`src/rtl/serial_channel_map.svh`:
```
// register offsets, reset values, field codes and timing figures
`ifndef SERIAL_CHANNEL_MAP_SVH
`define SERIAL_CHANNEL_MAP_SVH
`define SC_FRAME_OFS 8'h00
`define SC_USAGE_OFS 8'h04
`define SC_PROTO_OFS 8'h08
`define SC_CTRL_OFS 8'h0C
`define SC_TXDATA_OFS 8'h10
`define SC_RXDATA_OFS 8'h14
`define SC_STATUS_OFS 8'h18
`define SC_FRAME_RST 32'h68100010
`define SC_USAGE_RST 32'h00000000
`define SC_PROTO_RST 32'h00000000
// control bits
`define SC_CT_OPEN 0
`define SC_CT_RXEN 1
// status bits
`define SC_ST_RXV 0
`define SC_ST_TXRDY 1
`define SC_ST_BUSY 2
`define SC_ST_RXEN 3
`define SC_ST_HOST 4
`define SC_ST_USER 5
`define SC_ST_PERR 6
`define SC_ST_FERR 7
`define SC_ST_OVR 8
// field codes
`define SC_USE_USER 4'h0
`define SC_USE_HOST 4'h2
`define SC_PERMIT 4'h1
`define SC_HOST_CHAN 8'h02
`define SC_POL_FORCE 4'h0
`define SC_PAR_ODD 4'h1
`define SC_PAR_EVEN 4'h2
`define SC_DLEN_7 4'h7
`define SC_STOP_2 4'h2
`define SC_BOARD_1 4'h1
`define SC_BOARD_2 4'h2
// bit rates in bits per second, clock in hertz
`define SC_BAUD_0 9600
`define SC_BAUD_1 19200
`define SC_BAUD_2 38400
`define SC_BAUD_3 57600
`define SC_BAUD_4 76800
`define SC_BAUD_5 115200
`define SC_BAUD_6 230400
`define SC_CLK_HZ 200000000
`define SC_LAT_UNIT_MS 1
`endif

```
`src/rtl/serial_channel_pkg.sv`:
```
// types shared by the serial channel design
package serial_channel_pkg;
	typedef struct packed {
		logic [3:0] baud;
		logic [3:0] dlen;
		logic [3:0] stop;
		logic [3:0] parity;
		logic [3:0] rsvd;
		logic [3:0] rx_policy;
		logic [3:0] board_ch;
		logic [3:0] slot;
	} frame_cfg_t;
	typedef struct packed {
		logic [19:0] rsvd;
		logic [7:0]  latency_ms;
		logic [3:0]  usage;
	} usage_cfg_t;
	typedef struct packed {
		logic [19:0] rsvd;
		logic [7:0]  auto_chan;
		logic [3:0]  permit;
	} proto_cfg_t;
	typedef enum logic [2:0] {
		LN_IDLE, LN_START, LN_DATA, LN_PARITY, LN_STOP
	} line_state_t;
endpackage

```
`src/rtl/extension_serial_channel.sv`:
```
// serial channel with apb registers, tx fifo and rs-232c/rs-485 line
//
// Register access over APB and the address map were chosen for this implementation.
`timescale 1ns/1ps
`default_nettype none
`include "serial_channel_map.svh"
//
// Contract
// - baud code in frame bits 31:28 picks 9.6k to 230.4k bit rate
// - frame bits 27:24 give 7 or 8 data bits per character
// - frame bits 23:20 give one or two stop bits
// - frame bits 19:16 select none, odd or even parity
// - frame bits 15:12 are stored only, with no effect
// - policy 0 forces receiver on after tx (rs485), before tx (rs232)
// - policy 1 never forces the receiver on around a transmission
// - frame bits 7:4 route the channel to on-board line 1 or 2
// - frame bits 3:0 hold slot; zero disables the channel
// - usage bits 3:0 choose program byte i/o or host protocol
// - host protocol waits the configured milliseconds before replying
// - host protocol usage accepted only when permission select is 1
// - host protocol by priority in manual, configured channel in auto
// - program usage moves bytes only while opened, one channel
// - rs485 shares a differential pair, rs232 separate lines
// - permission select reads 0 unpermitted, 1 permitted

////////////////////////////////////////////////////////////////////////
module serial_fifo #(
	parameter int WIDTH = 8,
	parameter int DEPTH = 16
) (
	input  wire logic             clk,       // core clock
	input  wire logic             resetn,    // sync reset, active low
	input  wire logic [WIDTH-1:0] in_data,   // word to store
	input  wire logic             in_valid,  // word offered
	output logic                  in_ready,  // room for a word
	output logic [WIDTH-1:0]      out_data,  // oldest word
	output logic                  out_valid, // fifo not empty
	input  wire logic             out_ready  // drain takes a word
);
	localparam int AW = $clog2(DEPTH);
	if (DEPTH < 2 || (1 << AW) != DEPTH) begin : g_chk
		$error("serial_fifo: DEPTH must be a power of two");
	end

	logic [WIDTH-1:0] mem [DEPTH];
	logic [AW:0]      wp;
	logic [AW:0]      rp;
	wire              push = in_valid & in_ready;
	wire              pop  = out_valid & out_ready;

	// extra pointer bit tells full from empty
	assign in_ready  = ~((wp[AW] != rp[AW]) &&
		(wp[AW-1:0] == rp[AW-1:0]));
	assign out_valid = (wp != rp);
	assign out_data  = mem[rp[AW-1:0]];

	// pointer and storage update
	always_ff @(posedge clk) begin
		if (!resetn) begin
			wp <= '0;
			rp <= '0;
		end else begin
			if (push) begin
				mem[wp[AW-1:0]] <= in_data;
				wp <= wp + 1'b1;
			end
			if (pop)
				rp <= rp + 1'b1;
		end
	end
endmodule

////////////////////////////////////////////////////////////////////////
module extension_serial_channel #(
	parameter int CLK_HZ     = `SC_CLK_HZ,
	parameter int CYC_PER_MS = `SC_CLK_HZ / 1000 * `SC_LAT_UNIT_MS,
	parameter int TX_DEPTH   = 16
) (
	input  wire logic        clk,           // core clock, 200 MHz
	input  wire logic        resetn,        // sync reset, active low
	input  wire logic        psel,          // apb select
	input  wire logic        penable,       // apb access phase
	input  wire logic        pwrite,        // apb direction
	input  wire logic [7:0]  paddr,         // apb byte address
	input  wire logic [31:0] pwdata,        // apb write data
	output logic [31:0]      prdata,        // apb read data
	output logic             pready,        // apb ready
	output logic             pslverr,       // apb error
	input  wire logic        rs485_mode,    // card is rs-485 type
	input  wire logic        manual_operating_mode, // manual mode
	input  wire logic        higher_port_busy, // higher port serves
	output logic [1:0]       txd,           // rs232 transmit lines
	input  wire logic [1:0]  rxd,           // rs232 receive lines
	output logic [1:0]       diff_line_pos_out,  // pair a drive
	output logic [1:0]       diff_line_pos_oe_n, // pair a enable
	input  wire logic [1:0]  diff_line_pos_in,   // pair a level
	output logic [1:0]       diff_line_neg_out,  // pair b drive
	output logic [1:0]       diff_line_neg_oe_n, // pair b enable
	input  wire logic [1:0]  diff_line_neg_in    // pair b level
);
	localparam int PW = $clog2(CYC_PER_MS + 1);
	if (CLK_HZ / `SC_BAUD_0 > 65535 || CLK_HZ / `SC_BAUD_6 < 4 ||
		CYC_PER_MS < 1 || TX_DEPTH < 2) begin : g_chk
		$error("extension_serial_channel: bad timing parameters");
	end

	// bit period in clocks for a baud code; bad codes run at 9.6k
	function automatic logic [15:0] bit_len(input logic [3:0] code);
		case (code)
		4'h1: bit_len = 16'(CLK_HZ / `SC_BAUD_1);
		4'h2: bit_len = 16'(CLK_HZ / `SC_BAUD_2);
		4'h3: bit_len = 16'(CLK_HZ / `SC_BAUD_3);
		4'h4: bit_len = 16'(CLK_HZ / `SC_BAUD_4);
		4'h5: bit_len = 16'(CLK_HZ / `SC_BAUD_5);
		4'h6: bit_len = 16'(CLK_HZ / `SC_BAUD_6);
		default: bit_len = 16'(CLK_HZ / `SC_BAUD_0);
		endcase
	endfunction

	serial_channel_pkg::frame_cfg_t  frame;
	serial_channel_pkg::usage_cfg_t  usage;
	serial_channel_pkg::proto_cfg_t  proto;
	serial_channel_pkg::line_state_t tx_st;
	serial_channel_pkg::line_state_t rx_st;
	logic        open_q, rx_en, rx_valid, perr, ferr, ovr;
	logic [7:0]  rx_data, tx_sh, rx_sh;
	logic [15:0] tx_tmr, rx_tmr;
	logic [3:0]  tx_cnt, rx_cnt;
	logic        tx_line, tx_par, rx_par;
	logic [7:0]  lat_ms;
	logic [PW-1:0] lat_pre;
	logic        fifo_in_ready, fifo_out_valid;
	logic [7:0]  fifo_out_data;

	////////////////////////////////////////////////////////////////
	// frame format decode
	wire [15:0] bit_cyc  = bit_len(frame.baud);
	wire        seven    = frame.dlen == `SC_DLEN_7;
	wire [3:0]  last_bit = seven ? 4'h6 : 4'h7;
	wire        two_stop = frame.stop == `SC_STOP_2;
	wire        par_en   = frame.parity == `SC_PAR_ODD ||
		frame.parity == `SC_PAR_EVEN;
	wire        par_odd  = frame.parity == `SC_PAR_ODD;
	wire        force_on = frame.rx_policy == `SC_POL_FORCE;

	// channel routing and usage gating
	wire ch_en   = frame.slot != 4'h0 &&
		(frame.board_ch == `SC_BOARD_1 ||
		frame.board_ch == `SC_BOARD_2);
	wire ch_sel  = frame.board_ch == `SC_BOARD_2;
	wire host_ok = proto.permit == `SC_PERMIT;
	wire host_turn = manual_operating_mode ? ~higher_port_busy
		: proto.auto_chan == `SC_HOST_CHAN;
	wire host_act = ch_en && usage.usage == `SC_USE_HOST &&
		host_ok && host_turn;
	wire user_act = ch_en && usage.usage == `SC_USE_USER &&
		open_q;
	wire link_act = host_act | user_act;
	wire lat_clear = lat_ms == 8'h00;

	////////////////////////////////////////////////////////////////
	// apb decode; a full tx fifo stalls the write instead of losing it
	wire sel_frame = paddr == `SC_FRAME_OFS;
	wire sel_usage = paddr == `SC_USAGE_OFS;
	wire sel_proto = paddr == `SC_PROTO_OFS;
	wire sel_ctrl  = paddr == `SC_CTRL_OFS;
	wire sel_tx    = paddr == `SC_TXDATA_OFS;
	wire sel_rx    = paddr == `SC_RXDATA_OFS;
	wire sel_stat  = paddr == `SC_STATUS_OFS;
	wire mapped = sel_frame | sel_usage | sel_proto | sel_ctrl |
		sel_tx | sel_rx | sel_stat;
	wire acc      = psel & penable;
	wire tx_stall = pwrite & sel_tx & link_act & ~fifo_in_ready;
	wire done     = acc & pready;
	wire wr       = done & pwrite;
	wire rd       = done & ~pwrite;
	wire use_bad  = sel_usage &&
		pwdata[3:0] == `SC_USE_HOST && !host_ok;
	wire tx_drop  = sel_tx & ~link_act;
	wire push     = wr & sel_tx & link_act;
	wire pop_rx   = rd & sel_rx;
	wire [31:0] status = {23'h0, ovr, ferr, perr, user_act, host_act,
		rx_en, tx_st != serial_channel_pkg::LN_IDLE,
		fifo_in_ready, rx_valid};
	wire [31:0] rd_mux = sel_frame ? frame :
		sel_usage ? usage : sel_proto ? proto :
		sel_ctrl  ? {30'h0, rx_en, open_q} :
		sel_rx    ? {24'h0, rx_data} :
		sel_stat  ? status : 32'h00000000;

	assign pready  = ~tx_stall;
	assign pslverr = acc & (~mapped | (pwrite & (use_bad | tx_drop)));

	// read data is captured in the setup cycle
	always_ff @(posedge clk) begin
		if (!resetn)
			prdata <= 32'h00000000;
		else if (psel & ~penable)
			prdata <= rd_mux;
	end

	// configuration and control writes
	always_ff @(posedge clk) begin
		if (!resetn) begin
			frame  <= `SC_FRAME_RST;
			usage  <= `SC_USAGE_RST;
			proto  <= `SC_PROTO_RST;
			open_q <= 1'b0;
		end else if (wr) begin
			if (sel_frame)
				frame <= pwdata;       // reserved nibble kept
			if (sel_usage & ~use_bad)
				usage <= pwdata;
			if (sel_proto)
				proto <= pwdata;
			if (sel_ctrl)
				open_q <= pwdata[`SC_CT_OPEN];
		end
	end

	////////////////////////////////////////////////////////////////
	// transmit fifo: apb fills, the transmitter drains
	wire tx_go = tx_st == serial_channel_pkg::LN_IDLE &&
		fifo_out_valid && link_act && lat_clear;

	serial_fifo #(
		.WIDTH (8),
		.DEPTH (TX_DEPTH)
	) u_txq (
		.clk       (clk),
		.resetn    (resetn),
		.in_data   (pwdata[7:0]),
		.in_valid  (push),
		.in_ready  (fifo_in_ready),
		.out_data  (fifo_out_data),
		.out_valid (fifo_out_valid),
		.out_ready (tx_go)
	);

	////////////////////////////////////////////////////////////////
	// transmitter
	wire [7:0] tx_word = seven ? {1'b0, fifo_out_data[6:0]}
		: fifo_out_data;
	wire tx_tick = tx_tmr == 16'h0000;
	wire tx_done = tx_st == serial_channel_pkg::LN_STOP &&
		tx_tick && tx_cnt == 4'h0;

	always_ff @(posedge clk) begin
		if (!resetn) begin
			tx_st   <= serial_channel_pkg::LN_IDLE;
			tx_tmr  <= 16'h0000;
			tx_cnt  <= 4'h0;
			tx_sh   <= 8'h00;
			tx_par  <= 1'b0;
			tx_line <= 1'b1;
		end else begin
			tx_tmr <= tx_tick ? bit_cyc - 16'h0001
				: tx_tmr - 16'h0001;
			case (tx_st)
			serial_channel_pkg::LN_IDLE: begin
				tx_tmr <= bit_cyc - 16'h0001;
				if (tx_go) begin
					tx_st   <= serial_channel_pkg::LN_START;
					tx_sh   <= tx_word;
					tx_par  <= par_odd ? ~^tx_word : ^tx_word;
					tx_line <= 1'b0;
				end
			end
			serial_channel_pkg::LN_START: if (tx_tick) begin
				tx_st   <= serial_channel_pkg::LN_DATA;
				tx_cnt  <= last_bit;
				tx_line <= tx_sh[0];
				tx_sh   <= tx_sh >> 1;
			end
			serial_channel_pkg::LN_DATA: if (tx_tick) begin
				if (tx_cnt != 4'h0) begin
					tx_cnt  <= tx_cnt - 4'h1;
					tx_line <= tx_sh[0];
					tx_sh   <= tx_sh >> 1;
				end else if (par_en) begin
					tx_st   <= serial_channel_pkg::LN_PARITY;
					tx_line <= tx_par;
				end else begin
					tx_st   <= serial_channel_pkg::LN_STOP;
					tx_cnt  <= {3'b000, two_stop};
					tx_line <= 1'b1;
				end
			end
			serial_channel_pkg::LN_PARITY: if (tx_tick) begin
				tx_st   <= serial_channel_pkg::LN_STOP;
				tx_cnt  <= {3'b000, two_stop};
				tx_line <= 1'b1;
			end
			serial_channel_pkg::LN_STOP: if (tx_tick) begin
				if (tx_cnt == 4'h0)
					tx_st <= serial_channel_pkg::LN_IDLE;
				else
					tx_cnt <= tx_cnt - 4'h1;
			end
			default: tx_st <= serial_channel_pkg::LN_IDLE;
			endcase
		end
	end

	// line drivers per on-board channel; rs485 drives the pair only
	// while a character is on the wire, else it listens
	wire tx_busy = tx_st != serial_channel_pkg::LN_IDLE;
	for (genvar i = 0; i < 2; i++) begin : g_line
		wire on_ch = ch_en && (ch_sel == (i == 1));
		assign txd[i] = (on_ch & ~rs485_mode) ? tx_line : 1'b1;
		assign diff_line_pos_out[i]  = tx_line;
		assign diff_line_neg_out[i]  = ~tx_line;
		assign diff_line_pos_oe_n[i] = ~(on_ch & rs485_mode & tx_busy);
		assign diff_line_neg_oe_n[i] = ~(on_ch & rs485_mode & tx_busy);
	end

	////////////////////////////////////////////////////////////////
	// receiver enable: software level, forced on around transmission under policy 0
	wire rx_force = force_on &
		(rs485_mode ? tx_done : tx_go);

	always_ff @(posedge clk) begin
		if (!resetn)
			rx_en <= 1'b0;
		else if (rx_force)
			rx_en <= 1'b1;
		else if (wr & sel_ctrl)
			rx_en <= pwdata[`SC_CT_RXEN];
	end

	// half duplex gating keeps our own echo out of the receiver
	wire rx_raw  = rs485_mode ? diff_line_pos_in[ch_sel]
		: rxd[ch_sel];
	wire rx_ok   = rx_en & link_act & ~(rs485_mode & tx_busy);
	wire rx_line = rx_ok ? rx_raw : 1'b1;
	wire rx_tick = rx_tmr == 16'h0000;
	wire [7:0] rx_word = seven ? {1'b0, rx_sh[7:1]} : rx_sh;
	wire rx_exp  = par_odd ? ~^rx_word : ^rx_word;
	wire rx_done = rx_st == serial_channel_pkg::LN_STOP && rx_tick;

	// receiver samples mid bit after a half-bit start check
	always_ff @(posedge clk) begin
		if (!resetn) begin
			rx_st  <= serial_channel_pkg::LN_IDLE;
			rx_tmr <= 16'h0000;
			rx_cnt <= 4'h0;
			rx_sh  <= 8'h00;
			rx_par <= 1'b0;
		end else begin
			rx_tmr <= rx_tick ? bit_cyc - 16'h0001
				: rx_tmr - 16'h0001;
			case (rx_st)
			serial_channel_pkg::LN_IDLE: begin
				rx_tmr <= (bit_cyc >> 1) - 16'h0001;
				if (!rx_line)
					rx_st <= serial_channel_pkg::LN_START;
			end
			serial_channel_pkg::LN_START: if (rx_tick) begin
				rx_st  <= rx_line ? serial_channel_pkg::LN_IDLE
					: serial_channel_pkg::LN_DATA;
				rx_cnt <= last_bit;
			end
			serial_channel_pkg::LN_DATA: if (rx_tick) begin
				rx_sh  <= {rx_line, rx_sh[7:1]};
				rx_cnt <= rx_cnt - 4'h1;
				if (rx_cnt == 4'h0)
					rx_st <= par_en ? serial_channel_pkg::LN_PARITY
						: serial_channel_pkg::LN_STOP;
			end
			serial_channel_pkg::LN_PARITY: if (rx_tick) begin
				rx_par <= rx_line;
				rx_st  <= serial_channel_pkg::LN_STOP;
			end
			serial_channel_pkg::LN_STOP: if (rx_tick)
				rx_st <= serial_channel_pkg::LN_IDLE;
			default: rx_st <= serial_channel_pkg::LN_IDLE;
			endcase
		end
	end

	// received byte and sticky flags; a new event beats a clear
	always_ff @(posedge clk) begin
		if (!resetn) begin
			rx_data  <= 8'h00;
			rx_valid <= 1'b0;
			perr <= 1'b0;
			ferr <= 1'b0;
			ovr  <= 1'b0;
		end else begin
			if (pop_rx)
				rx_valid <= 1'b0;
			if (wr & sel_stat) begin
				perr <= perr & ~pwdata[`SC_ST_PERR];
				ferr <= ferr & ~pwdata[`SC_ST_FERR];
				ovr  <= ovr & ~pwdata[`SC_ST_OVR];
			end
			if (rx_done) begin
				rx_data  <= rx_word;
				rx_valid <= 1'b1;
				if (par_en && rx_par != rx_exp)
					perr <= 1'b1;
				if (!rx_line)
					ferr <= 1'b1;
				if (rx_valid & ~pop_rx)
					ovr <= 1'b1;
			end
		end
	end

	// reply latency: each byte received under host protocol restarts the wait
	always_ff @(posedge clk) begin
		if (!resetn) begin
			lat_ms  <= 8'h00;
			lat_pre <= '0;
		end else if (rx_done & host_act) begin
			lat_ms  <= usage.latency_ms;
			lat_pre <= PW'(CYC_PER_MS - 1);
		end else if (!lat_clear) begin
			lat_pre <= (lat_pre == '0) ? PW'(CYC_PER_MS - 1)
				: lat_pre - 1'b1;
			if (lat_pre == '0)
				lat_ms <= lat_ms - 8'h01;
		end
	end

	logic [15:0] start_len;
	always_ff @(posedge clk)
		start_len <= (tx_st == serial_channel_pkg::LN_START)
			? start_len + 16'h0001 : 16'h0000;

	// copy of the character taken from the fifo; the shifter has
	// emptied by the time the parity bit is on the wire
	logic [7:0] sent_word;
	always_ff @(posedge clk)
		if (tx_go)
			sent_word <= tx_word;
endmodule
`default_nettype wire

```
`config.mk`:
```
export PLATFORM = sky130hd
export DESIGN_NAME = extension_serial_channel
export DESIGN_NICKNAME = d
export VERILOG_FILES = /design/src/rtl/serial_channel_pkg.sv /design/src/rtl/extension_serial_channel.sv
export VERILOG_INCLUDE_DIRS = /design/src /design/src/rtl
export SDC_FILE = /design/constraint.sdc
export NUM_CORES = 1
export LEC_CHECK = 0
export ABC_AREA = 1
export CAP_MARGIN = 20
export CORE_MARGIN = 3
export CORE_UTILIZATION = 30
export DETAILED_ROUTE_END_ITERATION = 16
export DONT_BUFFER_PORTS = 1
export PLACE_DENSITY = 0.47
export SLEW_MARGIN = 10
export SYNTH_ARGS = -nofsm -noshare
export SYNTH_HDL_FRONTEND = slang
export SYNTH_SLANG_ARGS = --single-unit
```
`constraint.sdc`:
```
create_clock -name clk -period 3.2 [get_ports clk]
set_clock_uncertainty 0.2 [all_clocks]
set_input_delay 0.16 -clock clk [delete_from_list [all_inputs] [get_ports clk]]
set_output_delay 0.16 -clock clk [all_outputs]
set_load 0.03 [all_outputs]
```
==> impl_metrics.py <==
metrics = {
    "clock_tree": {
        "cts-root-buf": "clkbuf_16",
        "cts_inserted_buffers": 43,
        "ctsHtreeMaxLevel": 2,
        "cts_resized": 0,
        "clockBufferDepth": 3,
        "cts_sinks": 375,
        "clk_pin_slew_ps": 60,
        "cts_tree": "done",
        "clkLatencyLatePin_ps": 560,
    },
    "sta": {
        "tightest_slew_ps": 1110,
        "rsz0062_at_grt": "no",
        "setup_violations": 0,
        "fin_crit_ps": 3000,
        "final.setup.tns_ps": 0,
        "finalMaxSlewViolations": 0,
        "fin_crit_sh_pct": 93.9,
        "hold_violations": 0,
        "fmax_mhz": 333,
        "hold_ws_ps": 28.0,
        "relSlewSlack_pct": 26.2,
    },
    "synth": {
        "syn_nets": 2315,
        "synth_top_area_share_pct": 27.9,
        "synthArstFlopShare_pct": 0,
        "synth_top_family_by_area": "simple AND/OR/NAND/NOR gates",
        "seq_area_frac_synth_pct": 49.7,
        "syn_area_per_cell_um2": 7.88,
        "synth_edf_count": 128,
        "ys_top_cells_by_area": "dfxtp_1 (28%), edfxtp_1 (22%), nand2_1 (9.5%)",
        "synthTopCellsByCount": "nand2_1 (447), nor2_1 (273), dfxtp_1 (247), inv_1 (247), o21ai_0 (208)",
        "synth_fa_ha_area_share_pct": 1.13,
        "synth.distinct_cells": 62,
        "netlist.top_cell.by_area": "dfxtp_1",
        "synthCells": 2245,
        "ys.flop_type": "dfxtp_1",
        "synth_most_common_cell": "nand2_1",
        "netlist_area_um2": 17700,
        "synth_seq_cells": 375,
        "synth_compound_area_share_pct": 14.1,
        "synthSimpleGateAreaFrac_pct": 24.6,
        "synth_mux_area_share_pct": 0.0636,
        "synth_xor_area_share_pct": 2.13,
        "ys_warn_count": 0,
    },
    "power_and_ir_drop": {
        "combPwrFrac_pct": 24.1,
        "cellInternalPower_w": 0.00944,
        "p_sw_w": 0.00445,
        "leakagePower_nw": 8.19,
        "clkPwrFrac_pct": 35.8,
        "power_per_cell_area_nw_per_um2": 677,
        "swShare_pct": 32.1,
        "ir_worst_vdd_mv": 0.460,
        "share_seq_of_total_power_pct": 40.0,
    },
    "flow_run": {
        "timing.max_cap.violations": 0,
    },
    "critical_path": {
        "crit_required_ps": 2840,
        "crit_path_start_kind": "input pin",
        "worst_ep_arrival_time_ps": 2640,
        "critPathMaxStageDelay_ps": 1130,
        "path_cells": "dlygate4sd3_1 > inv_1 > nor4_1 > nand3_1 > a21oi_1 > o21a_1",
        "endpoint_kind": "primary output",
        "rr_worst_depth": 14,
        "cp_slowest_cell": "dlygate4sd3_1",
        "cp_max_fo": 19,
        "reg2reg_slack_ps": 310,
        "timing.rr.end": "ferr$_SDFF_PN0_",
        "r2r_start": "frame[4]$_SDFFE_PN1P_",
        "crit_type": "input pin to primary output",
    },
    "place": {
        "gp_congestion": 0.823,
        "dp.cells": 2960,
        "portBuffers": 0,
        "dp_hpwl_mm": 35.5,
    },
    "cells_and_area": {
        "drive_above_1_share_pct": 7.87,
        "layoutNonFillerInstCount": 3091,
        "fin_nets": 2362,
        "syn_to_final_growth_pct": 16.0,
    },
    "die": {
        "core.rowCount": 88,
        "initial_core_util_pct": 30.5,
        "io_pins": 98,
        "core_area_um2": 58000,
        "die_h_um": 249,
        "die_area_um2": 61900,
        "die_w_um": 249,
    },
    "global_route": {
        "grt_pass1_wl_mm": 84.1,
        "antenna_found_initial": 3,
        "grt_pass1_vias": 14500,
        "grt_overflow": 0,
        "grt_start_max_net_pins": 134,
        "grt_use_total_pct": 17.0,
    },
    "routing": {
        "wl_per_cell_um": 17.5,
        "vias": 15100,
        "dr.pass1.iters": 5,
        "drtAntennaViolNets": 0,
        "route.detailed.drc": 0,
        "initialDrtViolationCount": 972,
        "routed_wl_mm": 54.2,
        "drt-vias-per-instance": 4.87,
    },
    "hold_path": {
        "hp-start": "paddr[5]",
        "hp-class": "input pin to register",
        "min_path_cells": 5,
        "min_to": "open_q$_SDFFE_PN0P_",
    },
    "outcome": {
        "status": "completed",
    },
}
worst max-delay path: cells and delay by family:
kind / cells / cell delay (ps)
buffers and inverters: 2 / 1420
AOI/OAI and AO/OA: 2 / 610
and+or+nand+nor: 2 / 440
area by class of cell:
type	count	area, um^2
Multi-Input combinational cell	1515	7450
Fill cell	5993	37500
Antenna cell	1	2.50
Sequential cell	375	8790
Timing Repair Buffer	97	921
Inverter	260	985
Clock buffer	65	1270
Tap cell	765	957
Clock inverter	13	158
state kept, by name, indices dropped and copies added (netlist names), 3 cells and up, named ones only:
register,cells
frame,32
lat_ms,8
lat_pre,18
prdata,32
proto,32
rx_cnt,4
rx_data,8
rx_sh,8
rx_st,3
rx_tmr,16
tx_cnt,4
tx_sh,8
tx_st,3
tx_tmr,16
u_txq.mem,128
u_txq.rp,5
u_txq.wp,5
usage,32
cells in the final DEF (no fill, tap or decap), drive strengths merged, types with 2 or more instances in the layout:
master / Yosys / layout
o21a: 2 / 2
o211ai: 8 / 8
nor3: 33 / 33
a22oi: 3 / 3
o22ai: 13 / 13
xnor2: 20 / 20
clkbuf: 54 / 65
nand3: 173 / 173
a21oi: 149 / 149
xor2: 23 / 23
clkinv: 5 / 13
nand2: 456 / 456
dfxtp: 247 / 247
bufinv: 0 / 3
o221ai: 5 / 5
dlygate4sd3: 0 / 49
o31ai: 3 / 3
buf: 42 / 48
o21ai: 214 / 214
a211oi: 2 / 2
nor4: 7 / 7
nand3b: 3 / 3
ha: 16 / 16
nand4: 17 / 17
o32ai: 3 / 3
nor2: 298 / 299
or2: 7 / 7
inv: 255 / 256
a221oi: 3 / 3
edfxtp: 128 / 128
a31oi: 42 / 42
o2111ai: 2 / 2
timing repair:
action                                  CTS  global route
hold buffers                             51             0
endpoints found under the setup margin    0            25
endpoints found under the hold margin   339             0
buffers inserted                          0             0
stage by stage:
step / util, % / instance area, um^2 / power, W / worst slack (ps)
2_1_floorplan: - / 17700 / 0.00813 / 558
3_3_place_gp: 32.0 / 18600 / 0.00884 / 156
3_5_place_dp: 32.0 / 18600 / 0.00888 / 101
4_1_cts: 35.4 / 20500 / 0.0141 / 79.2
5_1_grt: 35.4 / 20500 / 0.0148 / 95.7
6_report: 35.4 / 20500 / 0.0139 / 196
power by group through the flow:
stage	Combinational [W]	Clock (W)	Sequential, W
finish	0.00335	0.00498	0.00556
detailed placement	0.00321	0	0.00566
global route	0.00383	0.00532	0.00561
global placement	0.00318	0	0.00566
CTS	0.00337	0.00512	0.00556
floorplan	0.00253	0	0.00560
routing by layer:
layer  routed length, um  part of all wire (%)  global-route usage (%)
met1               25000                    46                    23.1
met2               24000                    44                    26.8
met3                4240                   7.8                    4.93
met4                 890                   1.6                    3.50
met5                  21                 0.039                       0
worst max path at each step:
stage                               start                   endpoint  slack (ps)  depth (start not counted)
finish                          pwdata[1]                    pslverr         200                          6
global route                    pwdata[1]                    pslverr         100                          6
CTS                 frame[3]$_SDFFE_PN0P_      frame[3]$_SDFFE_PN0P_          80                         12
detailed placement  frame[3]$_SDFFE_PN0P_      frame[3]$_SDFFE_PN0P_         100                         12
global placement    frame[3]$_SDFFE_PN0P_     frame[28]$_SDFFE_PN0P_         160                         12
floorplan           frame[4]$_SDFFE_PN1P_  u_txq.mem[3][0]$_DFFE_PP_         560                         11
cells by family after synthesis:
group	Yosys count
DFF	375
buffers and inverters	356
muxes	1
and+or+nand+nor	996
adders and majority gates	16
xor gates and xnor gates	43
AOI/OAI and AO/OA	458
Power figures use the tool's default switching activity.
